### src/itpu_pkg.sv
package itpu_pkg;

   localparam int NSRC = 20;
   localparam int NEXT = 7;
   localparam int NCH  = 8;

   // register byte addresses
   localparam logic [11:0] A_SRC_BASE = 12'h000;
   localparam logic [11:0] A_PEC_CTRL = 12'h080;
   localparam logic [11:0] A_PEC_SRCP = 12'h0a0;
   localparam logic [11:0] A_PEC_DSTP = 12'h0c0;
   localparam logic [11:0] A_TFR      = 12'h0e0;
   localparam logic [11:0] A_EDGE     = 12'h0e4;
   localparam logic [11:0] A_STK_UP   = 12'h0e8;
   localparam logic [11:0] A_STK_LO   = 12'h0ec;
   localparam logic [11:0] A_STATUS   = 12'h0f0;

   // source control fields
   localparam int F_LVL    = 0;
   localparam int F_ENA    = 6;
   localparam int F_REQ    = 7;
   localparam int F_PECSEL = 8;
   localparam int F_PECCH  = 9;

   // channel control fields
   localparam int F_CNT    = 0;
   localparam int F_WORD   = 8;
   localparam int F_INCDST = 9;
   localparam int F_CONT   = 10;

   // trap flag register bits
   localparam int T_NMI    = 15;
   localparam int T_STACK_OVER_FLAG  = 14;
   localparam int T_STACK_UNDER_FLAG  = 13;
   localparam int T_BAD_OPCODE_FLAG = 7;
   localparam int T_PROTECTED_FAULT_FLAG = 3;
   localparam int T_ILLOPA = 2;
   localparam int T_BAD_INSTR_ACCESS_FLAG = 1;
   localparam int T_ILLBUS = 0;

   // status fields
   localparam int F_ST_ACT  = 0;
   localparam int F_ST_PRIO = 1;
   localparam int F_ST_IRQ  = 3;

   // hardware traps: 0 nmi, 1 stack over, 2 stack under, 3 class b
   localparam logic [6:0] TRAP_NUM [4] = '{7'h02, 7'h04, 7'h06, 7'h0a};
   localparam logic [1:0] TRAP_PRI [4] = '{2'h3, 2'h2, 2'h2, 2'h1};

   // trap number of each source, in arbitration order
   localparam logic [6:0] SRC_TRAPNUM [NSRC] = '{
      7'h19, 7'h1a, 7'h1b, 7'h1c, 7'h1d, 7'h1e, 7'h1f,
      7'h22, 7'h23, 7'h24, 7'h25, 7'h26, 7'h27,
      7'h2a, 7'h47, 7'h2b, 7'h2c, 7'h2d, 7'h2e, 7'h2f};

   localparam logic [1:0] EDGE_NONE = 2'h0;
   localparam logic [1:0] EDGE_RISE = 2'h1;
   localparam logic [1:0] EDGE_FALL = 2'h2;
   localparam logic [1:0] EDGE_BOTH = 2'h3;

   localparam logic [15:0] BYTE_STEP = 16'h0001;
   localparam logic [15:0] WORD_STEP = 16'h0002;

   localparam logic [15:0] STK_UP_RST = 16'h0000;
   localparam logic [15:0] STK_LO_RST = 16'hffff;
   localparam logic [13:0] EDGE_RST   = 14'h0000;

   localparam int CLK_PERIOD_NS = 20;
   localparam int RESP_MIN_NS   = 315;
   localparam int RESP_MAX_NS   = 750;
   localparam int RESP_MIN_CYC  = (RESP_MIN_NS + CLK_PERIOD_NS - 1) / CLK_PERIOD_NS;
   localparam int RESP_MAX_CYC  = RESP_MAX_NS / CLK_PERIOD_NS;

   typedef enum logic {
      TS_IDLE   = 1'b0,
      TS_ACTIVE = 1'b1
   } itpu_tsvc_t;

endpackage

### src/itpu_edge_det.sv
`timescale 1ns/100ps
module itpu_edge_det #(
   parameter int W = 8
) (
   input  wire logic           i_mclk,
   input  wire logic           i_rst,
   input  wire logic [W-1:0]   i_pin,
   input  wire logic [2*W-1:0] i_sel,
   output logic      [W-1:0]   o_pulse
);
   import itpu_pkg::*;

   logic [W-1:0] s1_reg;
   logic [W-1:0] s2_reg;
   logic [W-1:0] s3_reg;

   always_ff @(posedge i_mclk or posedge i_rst) begin
      if (i_rst) begin
         s1_reg <= '0;
         s2_reg <= '0;
         s3_reg <= '0;
      end else begin
         s1_reg <= i_pin;
         s2_reg <= s1_reg;
         s3_reg <= s2_reg;
      end
   end

   // per-input edge selection
   for (genvar g = 0; g < W; g++) begin : g_edge
      logic [1:0] sel;
      assign sel = i_sel[2*g +: 2];
      assign o_pulse[g] = ((sel == EDGE_RISE || sel == EDGE_BOTH) && s2_reg[g] && !s3_reg[g]) ||
                          ((sel == EDGE_FALL || sel == EDGE_BOTH) && !s2_reg[g] && s3_reg[g]);
   end

endmodule

### src/itpu_core.sv
// Added by the designer: the APB register port and the register offsets.
`timescale 1ns/100ps
// Contract
// - each source routes to cpu or transfer
// - transfer steals one cycle, no vector
// - move byte/word, bump source or destination
// - count down per transfer, except continuous
// - count zero raises source's vectored interrupt
// - eight independent transfer channels
// - per-source control: request, enable, level
// - sixteen priority levels
// - only strictly higher priority preempts
// - every source owns its vector
// - fast inputs: rising, falling or both
// - software trap vector is number times four
// - vector table per trap numbers
// - hardware traps non-maskable, own vector
// - hardware trap sets its flag bit
// - trap preempts unless equal or higher trap active
// - no interrupts or transfers during trap
// - class a trap numbers and flags
// - class b shares number 0ah, priority 1
// - response within 315 to 750 ns
// - stack pointer checked against limits
module itpu_core (
   input  wire logic                     i_mclk,
   input  wire logic                     i_rst,
   input  wire logic                     i_psel,
   input  wire logic                     i_penable,
   input  wire logic                     i_pwrite,
   input  wire logic [11:0]              i_paddr,
   input  wire logic [31:0]              i_pwdata,
   output logic      [31:0]              o_prdata,
   output logic                          o_pready,
   output logic                          o_pslverr,
   input  wire logic [itpu_pkg::NEXT-1:0] i_ext_irq,
   input  wire logic                     i_nmi_n,
   input  wire logic [12:0]              i_periph_evt,
   input  wire logic [3:0]               i_cpu_prio,
   output logic                          o_irq_req,
   output logic      [8:0]               o_irq_vector,
   output logic      [3:0]               o_irq_level,
   input  wire logic                     i_irq_ack,
   output logic                          o_xfer_valid,
   output logic      [15:0]              o_xfer_src,
   output logic      [15:0]              o_xfer_dst,
   output logic                          o_xfer_word,
   output logic      [2:0]               o_xfer_chan,
   input  wire logic                     i_bad_opcode,
   input  wire logic                     i_prot_fault,
   input  wire logic                     i_bad_word_acc,
   input  wire logic                     i_bad_instr_acc,
   input  wire logic                     i_bad_bus_acc,
   input  wire logic                     i_stack_access,
   input  wire logic [15:0]              i_sp,
   output logic                          o_trap_req,
   output logic      [8:0]               o_trap_vector,
   input  wire logic                     i_trap_ack,
   input  wire logic                     i_trap_done,
   output logic                          o_trap_active,
   input  wire logic                     i_swtrap_valid,
   input  wire logic [6:0]               i_swtrap_num,
   output logic                          o_swtrap_valid,
   output logic      [8:0]               o_swtrap_vector,
   output logic      [3:0]               o_swtrap_level
);
   import itpu_pkg::*;

   localparam int LAT_MAX = RESP_MAX_CYC;

   logic [3:0]      lvl_reg [NSRC];
   logic [2:0]      pecch_reg [NSRC];
   logic [NSRC-1:0] ena_reg;
   logic [NSRC-1:0] req_reg;
   logic [NSRC-1:0] pecsel_reg;
   logic [7:0]      cnt_reg [NCH];
   logic [15:0]     srcp_reg [NCH];
   logic [15:0]     dstp_reg [NCH];
   logic [NCH-1:0]  word_reg;
   logic [NCH-1:0]  incdst_reg;
   logic [NCH-1:0]  cont_reg;
   logic [15:0]     tfr_reg;
   logic [15:0]     stk_up_reg;
   logic [15:0]     stk_lo_reg;
   logic [13:0]     edge_reg;
   logic [3:0]      trap_pend_reg;
   logic [1:0]      trap_sel_reg;
   logic [1:0]      trap_selp_reg;
   logic [1:0]      trap_prio_reg;
   itpu_tsvc_t      tsvc_reg;
   logic [31:0]     prdata_reg;
   logic            hit_reg;
   logic [4:0]      irq_src_reg;

   logic            acc;
   logic            setup;
   logic            wr;
   logic            a_src;
   logic [4:0]      a_si;
   logic [2:0]      a_ch;
   logic [11:0]     a_blk;
   logic [31:0]     rd_data;
   logic            rd_hit;
   logic [NEXT:0]   pulses;
   logic [NSRC-1:0] ev;
   logic            nmi_evt;
   logic            win_found;
   logic [4:0]      win_idx;
   logic [3:0]      win_lvl;
   logic            win_pec;
   logic            pec_fire;
   logic            cpu_win;
   logic [2:0]      pec_ch;
   logic [7:0]      cnt_sel;
   logic [15:0]     srcp_sel;
   logic [15:0]     step_sel;
   logic [3:0]      trap_evt;
   logic [1:0]      tsel;
   logic [1:0]      cur_prio;
   logic            ovf;
   logic            und;

   // apb decode
   assign acc   = i_psel & i_penable;
   assign setup = i_psel & ~i_penable;
   assign wr    = acc & i_pwrite;
   assign a_si  = i_paddr[6:2];
   assign a_ch  = i_paddr[4:2];
   assign a_blk = {i_paddr[11:5], 5'h00};
   assign a_src = (i_paddr[11:7] == A_SRC_BASE[11:7]) && (a_si < 5'(NSRC));

   always_comb begin
      rd_data = '0;
      rd_hit  = 1'b1;
      if (a_src) begin
         rd_data[F_LVL +: 4]   = lvl_reg[a_si];
         rd_data[F_ENA]        = ena_reg[a_si];
         rd_data[F_REQ]        = req_reg[a_si];
         rd_data[F_PECSEL]     = pecsel_reg[a_si];
         rd_data[F_PECCH +: 3] = pecch_reg[a_si];
      end else if (a_blk == A_PEC_CTRL) begin
         rd_data[F_CNT +: 8] = cnt_reg[a_ch];
         rd_data[F_WORD]     = word_reg[a_ch];
         rd_data[F_INCDST]   = incdst_reg[a_ch];
         rd_data[F_CONT]     = cont_reg[a_ch];
      end else if (a_blk == A_PEC_SRCP) begin
         rd_data[15:0] = srcp_reg[a_ch];
      end else if (a_blk == A_PEC_DSTP) begin
         rd_data[15:0] = dstp_reg[a_ch];
      end else if (i_paddr == A_TFR) begin
         rd_data[15:0] = tfr_reg;
      end else if (i_paddr == A_EDGE) begin
         rd_data[13:0] = edge_reg;
      end else if (i_paddr == A_STK_UP) begin
         rd_data[15:0] = stk_up_reg;
      end else if (i_paddr == A_STK_LO) begin
         rd_data[15:0] = stk_lo_reg;
      end else if (i_paddr == A_STATUS) begin
         rd_data[F_ST_ACT]       = (tsvc_reg == TS_ACTIVE);
         rd_data[F_ST_PRIO +: 2] = trap_prio_reg;
         rd_data[F_ST_IRQ]       = o_irq_req;
      end else begin
         rd_hit = 1'b0;
      end
   end

   always_ff @(posedge i_mclk or posedge i_rst) begin
      if (i_rst) begin
         prdata_reg <= '0;
         hit_reg    <= 1'b0;
      end else if (setup) begin
         prdata_reg <= rd_data;
         hit_reg    <= rd_hit;
      end
   end

   assign o_prdata  = prdata_reg;
   assign o_pready  = acc;
   assign o_pslverr = acc & ~hit_reg;

   // pin inputs: fast external lines and nmi
   itpu_edge_det #(.W(NEXT + 1)) u_edge (
      .i_mclk  (i_mclk),
      .i_rst   (i_rst),
      .i_pin   ({i_nmi_n, i_ext_irq}),
      .i_sel   ({EDGE_FALL, edge_reg}),
      .o_pulse (pulses)
   );

   assign ev      = {i_periph_evt, pulses[NEXT-1:0]};
   assign nmi_evt = pulses[NEXT];

   // arbitration
   always_comb begin
      win_found = 1'b0;
      win_idx   = '0;
      win_lvl   = '0;
      for (int i = 0; i < NSRC; i++) begin
         if (req_reg[i] && ena_reg[i] && lvl_reg[i] > i_cpu_prio &&
             tsvc_reg == TS_IDLE) begin
            if (!win_found || lvl_reg[i] > win_lvl) begin
               win_found = 1'b1;
               win_idx   = 5'(i);
               win_lvl   = lvl_reg[i];
            end
         end
      end
   end

   assign pec_ch   = pecch_reg[win_idx];
   assign cnt_sel  = cnt_reg[pec_ch];
   assign srcp_sel = srcp_reg[pec_ch];
   assign step_sel = word_reg[pec_ch] ? WORD_STEP : BYTE_STEP;
   // zero count falls back to vectored service
   assign win_pec  = pecsel_reg[win_idx] && (cnt_sel != 8'h00);
   assign pec_fire = win_found & win_pec;
   assign cpu_win  = win_found & ~win_pec;

   // source control registers
   always_ff @(posedge i_mclk or posedge i_rst) begin
      if (i_rst) begin
         ena_reg    <= '0;
         req_reg    <= '0;
         pecsel_reg <= '0;
         for (int i = 0; i < NSRC; i++) begin
            lvl_reg[i]   <= '0;
            pecch_reg[i] <= '0;
         end
      end else begin
         for (int i = 0; i < NSRC; i++) begin
            if (wr && a_src && a_si == 5'(i)) begin
               lvl_reg[i]    <= i_pwdata[F_LVL +: 4];
               ena_reg[i]    <= i_pwdata[F_ENA];
               req_reg[i]    <= i_pwdata[F_REQ];
               pecsel_reg[i] <= i_pwdata[F_PECSEL];
               pecch_reg[i]  <= i_pwdata[F_PECCH +: 3];
            end
            if ((i_irq_ack && o_irq_req && irq_src_reg == 5'(i)) ||
                (pec_fire && win_idx == 5'(i) &&
                 (cont_reg[pec_ch] || cnt_sel != 8'h01))) begin
               req_reg[i] <= 1'b0;
            end
            if (ev[i]) begin
               req_reg[i] <= 1'b1;
            end
         end
      end
   end

   // transfer channels
   always_ff @(posedge i_mclk or posedge i_rst) begin
      if (i_rst) begin
         word_reg   <= '0;
         incdst_reg <= '0;
         cont_reg   <= '0;
         for (int c = 0; c < NCH; c++) begin
            cnt_reg[c]  <= '0;
            srcp_reg[c] <= '0;
            dstp_reg[c] <= '0;
         end
      end else begin
         for (int c = 0; c < NCH; c++) begin
            if (wr && a_blk == A_PEC_CTRL && a_ch == 3'(c)) begin
               cnt_reg[c]    <= i_pwdata[F_CNT +: 8];
               word_reg[c]   <= i_pwdata[F_WORD];
               incdst_reg[c] <= i_pwdata[F_INCDST];
               cont_reg[c]   <= i_pwdata[F_CONT];
            end
            if (wr && a_blk == A_PEC_SRCP && a_ch == 3'(c)) begin
               srcp_reg[c] <= i_pwdata[15:0];
            end
            if (wr && a_blk == A_PEC_DSTP && a_ch == 3'(c)) begin
               dstp_reg[c] <= i_pwdata[15:0];
            end
            if (pec_fire && pec_ch == 3'(c)) begin
               if (!cont_reg[c]) begin
                  cnt_reg[c] <= cnt_reg[c] - 8'h01;
               end
               if (incdst_reg[c]) begin
                  dstp_reg[c] <= dstp_reg[c] + step_sel;
               end else begin
                  srcp_reg[c] <= srcp_reg[c] + step_sel;
               end
            end
         end
      end
   end

   // cpu request and transfer outputs
   always_ff @(posedge i_mclk or posedge i_rst) begin
      if (i_rst) begin
         o_irq_req    <= 1'b0;
         o_irq_vector <= '0;
         o_irq_level  <= '0;
         irq_src_reg  <= '0;
         o_xfer_valid <= 1'b0;
         o_xfer_src   <= '0;
         o_xfer_dst   <= '0;
         o_xfer_word  <= 1'b0;
         o_xfer_chan  <= '0;
      end else begin
         o_irq_req    <= cpu_win & ~i_irq_ack;
         o_irq_vector <= {SRC_TRAPNUM[win_idx], 2'b00};
         o_irq_level  <= win_lvl;
         irq_src_reg  <= win_idx;
         o_xfer_valid <= pec_fire;
         o_xfer_src   <= srcp_sel;
         o_xfer_dst   <= dstp_reg[pec_ch];
         o_xfer_word  <= word_reg[pec_ch];
         o_xfer_chan  <= pec_ch;
      end
   end

   // hardware trap detection
   assign ovf = i_stack_access && (i_sp < stk_up_reg);
   assign und = i_stack_access && (i_sp > stk_lo_reg);
   assign trap_evt = {i_bad_opcode | i_prot_fault | i_bad_word_acc |
                      i_bad_instr_acc | i_bad_bus_acc, und, ovf, nmi_evt};

   always_ff @(posedge i_mclk or posedge i_rst) begin
      if (i_rst) begin
         tfr_reg    <= '0;
         edge_reg   <= EDGE_RST;
         stk_up_reg <= STK_UP_RST;
         stk_lo_reg <= STK_LO_RST;
      end else begin
         if (wr && i_paddr == A_EDGE) begin
            edge_reg <= i_pwdata[13:0];
         end
         if (wr && i_paddr == A_STK_UP) begin
            stk_up_reg <= i_pwdata[15:0];
         end
         if (wr && i_paddr == A_STK_LO) begin
            stk_lo_reg <= i_pwdata[15:0];
         end
         // software clears by writing zero; a new trap wins
         tfr_reg <= ((wr && i_paddr == A_TFR) ? (tfr_reg & i_pwdata[15:0]) : tfr_reg) |
                    (16'(nmi_evt) << T_NMI) | (16'(ovf) << T_STACK_OVER_FLAG) |
                    (16'(und) << T_STACK_UNDER_FLAG) | (16'(i_bad_opcode) << T_BAD_OPCODE_FLAG) |
                    (16'(i_prot_fault) << T_PROTECTED_FAULT_FLAG) | (16'(i_bad_word_acc) << T_ILLOPA) |
                    (16'(i_bad_instr_acc) << T_BAD_INSTR_ACCESS_FLAG) | (16'(i_bad_bus_acc) << T_ILLBUS);
      end
   end

   always_comb begin
      tsel = 2'h3;
      if (trap_pend_reg[0]) begin
         tsel = 2'h0;
      end else if (trap_pend_reg[1]) begin
         tsel = 2'h1;
      end else if (trap_pend_reg[2]) begin
         tsel = 2'h2;
      end
   end

   assign cur_prio = (tsvc_reg == TS_ACTIVE) ? trap_prio_reg : 2'h0;

   always_ff @(posedge i_mclk or posedge i_rst) begin
      if (i_rst) begin
         trap_pend_reg <= '0;
         trap_sel_reg  <= '0;
         trap_selp_reg <= '0;
         o_trap_req    <= 1'b0;
         o_trap_vector <= '0;
      end else begin
         trap_pend_reg <= (trap_pend_reg &
                           ~((i_trap_ack && o_trap_req) ? 4'(1) << trap_sel_reg : 4'h0)) |
                          trap_evt;
         trap_sel_reg  <= tsel;
         trap_selp_reg <= TRAP_PRI[tsel];
         o_trap_req    <= (|trap_pend_reg) && (TRAP_PRI[tsel] > cur_prio) &&
                          !i_trap_ack;
         o_trap_vector <= {TRAP_NUM[tsel], 2'b00};
      end
   end

   always_ff @(posedge i_mclk or posedge i_rst) begin
      if (i_rst) begin
         tsvc_reg      <= TS_IDLE;
         trap_prio_reg <= '0;
      end else begin
         unique case (tsvc_reg)
            TS_IDLE: begin
               if (i_trap_ack && o_trap_req) begin
                  tsvc_reg      <= TS_ACTIVE;
                  trap_prio_reg <= trap_selp_reg;
               end
            end
            TS_ACTIVE: begin
               if (i_trap_ack && o_trap_req) begin
                  trap_prio_reg <= trap_selp_reg;
               end else if (i_trap_done) begin
                  tsvc_reg      <= TS_IDLE;
                  trap_prio_reg <= '0;
               end
            end
         endcase
      end
   end

   assign o_trap_active = (tsvc_reg == TS_ACTIVE);

   // software trap keeps the current cpu level
   always_ff @(posedge i_mclk or posedge i_rst) begin
      if (i_rst) begin
         o_swtrap_valid  <= 1'b0;
         o_swtrap_vector <= '0;
         o_swtrap_level  <= '0;
      end else begin
         o_swtrap_valid  <= i_swtrap_valid;
         o_swtrap_vector <= {i_swtrap_num, 2'b00};
         o_swtrap_level  <= i_cpu_prio;
      end
   end

   // checks
   a_cnt_dec: assert property (@(posedge i_mclk) disable iff (i_rst)
      pec_fire && !cont_reg[pec_ch] |=> cnt_reg[$past(pec_ch)] == $past(cnt_sel) - 8'h01)
      else $error("channel count not decremented");
   a_cnt_hold: assert property (@(posedge i_mclk) disable iff (i_rst)
      pec_fire && cont_reg[pec_ch] && !wr |=> cnt_reg[$past(pec_ch)] == $past(cnt_sel))
      else $error("continuous channel count changed");
   a_src_step: assert property (@(posedge i_mclk) disable iff (i_rst)
      pec_fire && !incdst_reg[pec_ch] |=> srcp_reg[$past(pec_ch)] == $past(srcp_sel) + $past(step_sel))
      else $error("source pointer not stepped");
   a_xfer_once: assert property (@(posedge i_mclk) disable iff (i_rst)
      pec_fire |=> o_xfer_valid && o_xfer_src == $past(srcp_sel) && !o_irq_req)
      else $error("transfer not issued in one cycle");
   a_irq_above: assert property (@(posedge i_mclk) disable iff (i_rst)
      o_irq_req |-> o_irq_level > $past(i_cpu_prio))
      else $error("request not above cpu level");
   a_trap_blocks: assert property (@(posedge i_mclk) disable iff (i_rst)
      tsvc_reg == TS_ACTIVE |=> !o_irq_req && !o_xfer_valid)
      else $error("service during trap");
   a_nmi_flag: assert property (@(posedge i_mclk) disable iff (i_rst)
      nmi_evt && tsvc_reg == TS_IDLE && !o_trap_req |=>
      tfr_reg[T_NMI] ##1 o_trap_req && o_trap_vector == 9'h008)
      else $error("nmi not flagged or vectored");
   a_swtrap_vec: assert property (@(posedge i_mclk) disable iff (i_rst)
      i_swtrap_valid |=> o_swtrap_valid && o_swtrap_vector == {$past(i_swtrap_num), 2'b00})
      else $error("software trap vector wrong");
   a_irq_latency: assert property (@(posedge i_mclk) disable iff (i_rst)
      cpu_win && !i_irq_ack && !i_trap_ack |-> ##[1:LAT_MAX] o_irq_req)
      else $error("request not presented in time");

   c_pec: cover property (@(posedge i_mclk) disable iff (i_rst) pec_fire ##1 o_xfer_valid);
   c_irq: cover property (@(posedge i_mclk) disable iff (i_rst) o_irq_req && i_irq_ack);
   c_trap: cover property (@(posedge i_mclk) disable iff (i_rst) o_trap_req && i_trap_ack);
   c_zero: cover property (@(posedge i_mclk) disable iff (i_rst)
      pec_fire && cnt_sel == 8'h01 && !cont_reg[pec_ch]);

endmodule

### config.mk
export PLATFORM = sky130hd
export DESIGN_NAME = itpu_core
export DESIGN_NICKNAME = d
export VERILOG_FILES = /design/src/itpu_pkg.sv /design/src/itpu_edge_det.sv /design/src/itpu_core.sv
export SDC_FILE = /design/constraint.sdc
export NUM_CORES = 2
export LEC_CHECK = 0
export BUFFER_PORTS_ARGS = -buffer_cell sky130_fd_sc_hd__buf_2
export CORE_ASPECT_RATIO = 2
export CORE_UTILIZATION = 55
export DETAILED_ROUTE_END_ITERATION = 8
export PLACE_DENSITY = 0.77
export SYNTH_ARGS = -nofsm -noshare
export SYNTH_HDL_FRONTEND = slang
export SYNTH_SLANG_ARGS = --single-unit
export TNS_END_PERCENT = 100
### constraint.sdc
create_clock -name i_mclk -period 113 [get_ports i_mclk]
set_input_delay 22.6 -clock i_mclk [delete_from_list [all_inputs] [get_ports i_mclk]]
set_output_delay 22.6 -clock i_mclk [all_outputs]
set_load 0.03 [all_outputs]
==> flow_metrics.env <==
export IMPL_outcome="complete, no violations"
export IMPL_synth_top_cells_by_area="dfrtp_1 (35%), mux4_2 (6.6%), nand2_1 (6.3%)"
export IMPL_postSynth_topFlopCell="dfrtp_1"
export IMPL_routed_via_count=49330
export IMPL_cts_num_sinks=728
export IMPL_synth_edff_count=0
export IMPL_final_instance_count_excl_fill=6982
export IMPL_power_density_cell_area_mw_per_mm2=10.45
export IMPL_worst_slew_pin_transition_ps=1409
export IMPL_netlist_area_leader_share_pct=34.61
export IMPL_power_frac_seq_pct=46.0
export IMPL_finalMaxSlewViolations=0
export IMPL_totalNegativeSetupSlack_ps=0
export IMPL_cpPeakStageDelay_ps=770
export IMPL_maximum_number_of_pins_on_one_net_before_global_route_repair=160
export IMPL_seq_area_frac_synth_pct=35.43
export IMPL_p_leak_uw=0.02516
export IMPL_insertion_delay_ps=710
export IMPL_viasPerCell=7.066
export IMPL_power_switching_uw=155.8
export IMPL_fp_dieW_um=218.3
export IMPL_final_setup_skew_ps=32.52
export IMPL_final_fill_count=7927
export IMPL_async_flop_share_pct=100.0
export IMPL_wire_length_of_the_first_global_routing_pass_um=298300
export IMPL_wire_per_inst_um=28.76
export IMPL_die_height_um=434.7
export IMPL_synth_yosys_warnings=0
export IMPL_report_final_setup_viol=0
export IMPL_switching_share_pct=26.84
export IMPL_tritoncts="built"
export IMPL_count_of_h_tree_levels_built_during_cts=3
export IMPL_class_of_the_most_critical_hold_timing_path="flop to flop"
export IMPL_dp_cells=6848
export IMPL_ys_ff_latch=728
export IMPL_core_rowCount=158
export IMPL_final_min_period_over_clock_period_pct=57.10
export IMPL_synthDominantAreaCellType="dfrtp_1"
export IMPL_slowest_stage="a31oi_1"
export IMPL_hold_ws_ps=348.5
export IMPL_final_hold_viol_count=0
export IMPL_design_final_nets=6071
export IMPL_synth_area_mm2=0.05148
export IMPL_yosysMostFrequentCell="nand2_1"
export IMPL_max_slew_margin_rel_pct=3.409
export IMPL_dp_slack_ps=49240
export IMPL_final_critical_path_setup_slack_ps=48470
export IMPL_route_detailed_drc=0
export IMPL_dpl_hpwl_um=140300
export IMPL_drv_cap=0
export IMPL_core_area_mm2=0.09272
export IMPL_power_frac_clock_pct=46.7
export IMPL_cts_inserted_buffers=71
export IMPL_grt_overflow_total=0
export IMPL_detailed_route_wl_um=200800
export IMPL_critical_path_peak_fanout=57
export IMPL_floorplan_die_area_mm2=0.09490
export IMPL_critical_path_endpoint_type="flop"
export IMPL_reg2reg_depth=190
export IMPL_antenna_left=0
export IMPL_antenna_found_initial=14
export IMPL_worst_setup_path_type="primary input to flop"
export IMPL_dr_pass1_iters=7
export IMPL_timing_critical_path_required_ps=113570
export IMPL_cts_resized=0
export IMPL_post_cts_setup_driven_buffer_insertion_count=0
export IMPL_drive_above_1_share_pct=15.30
export IMPL_initial_core_util_pct=55.52
export IMPL_synthCells=5770
export IMPL_drtIter0Drc=5625
export IMPL_synth_lib_cells_used_distinct=99
export IMPL_peakVddDrop_mv=0.01371
export IMPL_totalPowerFinal_uw=580.3
export IMPL_all_layer_global_routing_usage_pct=42.40
export IMPL_globalplace_congestion=1.029
export IMPL_achievable_frequency_mhz=15.50
export IMPL_syn_to_final_growth_pct=7.831
export IMPL_synth_top_cells_by_count="nand2_1 (870), dfrtp_1 (712), nand3_1 (609)"
export IMPL_buffer_ports_inserted=174
export IMPL_max_clock_path_buffers=3
export IMPL_grt_pass1_vias=47910
export IMPL_clk_pin_slew_ps=70
export IMPL_share_comb_of_total_power_pct=7.3
export IMPL_cts_root_buf="clkbuf_16"
export IMPL_min_delay_path_depth=0
export IMPL_arrival_time_of_data_at_the_critical_path_endpoint_ps=65090
export IMPL_crit_path_start_kind="primary input"
export IMPL_power_report_internal_total_uw=424.5
export IMPL_hold_buffers=0
export IMPL_setup_repair_after_global_routing_missed_its_margin="no"
export IMPL_crit_path_frequent_cell="a21oi_1"
export IMPL_finalWorstPathRequiredPeriod_ps=64530
export IMPL_num_io_pins=217
export IMPL_avgSynthCellArea_um2=8.922
[worst max-delay path: cells and delay by family]
kind / cells / cell delay (ps)
buffers and inverters: 20 / 4330
AO/OA/AOI/OAI: 80 / 16660
multiplexers: 15 / 4960
AND/OR/NAND/NOR: 55 / 10030
adder cells (fa/ha/maj): 21 / 6330
[metrics by stage]
step | instance area (µm²) | utilization [%]
final | 55510 | 59.87
after global routing | 55500 | 59.86
after CTS | 55500 | 59.86
after detailed placement | 52950 | 57.11
after global placement | 52950 | 57.11
after floorplan | 51570 | -
[power groups by stage]
stage               Combinational, µW  Clock, µW  Sequential [µW]
floorplan                        23.8          0              272
detailed placement               41.1          0              272
global route                     44.5        281              267
global placement                 40.4          0              272
CTS                              41.1        272              267
finish                           42.4        271              267
[logic make-up (layout without fill, tap and decap cells)]
logic type	count (synthesis)	count (layout)	synth area share (%)
AND/OR/NAND/NOR	2850	2850	28.44
AO/OA/AOI/OAI	777	777	10.15
flip-flops	728	728	35.43
buffers and inverters	638	621	5.194
multiplexers	533	533	14.65
adder cells (fa/ha/maj)	243	243	6.140
other	1	30	0.007285
[area by class of cell]
cell class              instances  area [µm²]  area share (%)
clock inverters                39       565.5           1.019
repair buffers                259        1570           2.829
multi-input cells            4429       30760           55.42
diodes                          4       10.01         0.01803
flip-flops and latches        728       18240           32.85
clock buffers                  91        1983           3.573
well taps                    1200        1501           2.705
inverters                     232       880.8           1.587
[final timing paths]
kind,startpoint,to,slack (ps)
worst max-delay path,i_cpu_prio[0],srcp_reg[31],48470
worst min-delay path,u_edge.s1_reg[3],u_edge.s2_reg[3],350
worst max register to register,lvl_reg[78],srcp_reg[31],70550
worst min register to register,u_edge.s1_reg[3],u_edge.s2_reg[3],350
max in group asynchronous,i_rst,srcp_reg[25],87870
min in group asynchronous,i_rst,o_swtrap_level[0],21990
[cell usage in the layout, fill, tap and decap left out, types with 32 or more instances in the layout]
| cell | Yosys | layout |
|---|---|---|
| o21ai_0 | 202 | 202 |
| buf_2 | 52 | 170 |
| nand4_1 | 212 | 212 |
| nor3_1 | 96 | 87 |
| inv_1 | 227 | 225 |
| nand3_1 | 609 | 609 |
| mux4_2 | 151 | 151 |
| nor2_1 | 206 | 204 |
| clkbuf_16 | 0 | 72 |
| a31oi_1 | 50 | 50 |
| dfrtp_1 | 712 | 712 |
| nand3b_1 | 135 | 135 |
| mux2_2 | 245 | 245 |
| o211ai_1 | 36 | 36 |
| a311o_1 | 32 | 32 |
| o21a_1 | 32 | 32 |
| nand2_1 | 870 | 870 |
| mux2i_1 | 135 | 134 |
| or4_1 | 43 | 43 |
| a21oi_1 | 194 | 194 |
| nor2b_1 | 77 | 77 |
| and3_1 | 234 | 234 |
| ha_1 | 227 | 227 |
| or3_1 | 195 | 195 |
| nand2b_1 | 45 | 45 |
| buf_4 | 43 | 84 |
[layer usage]
metal | GRT usage [%] | vias up | part of all wire, %
li1 | - | 20990 | -
met1 | 42.42 | 23890 | 30
met2 | 68.92 | 3194 | 47
met3 | 12.05 | 1242 | 10
met4 | 43.06 | 20 | 12
met5 | 0.2083 | - | 0.070
No activity file was read; power rests on OpenSTA's default activity.
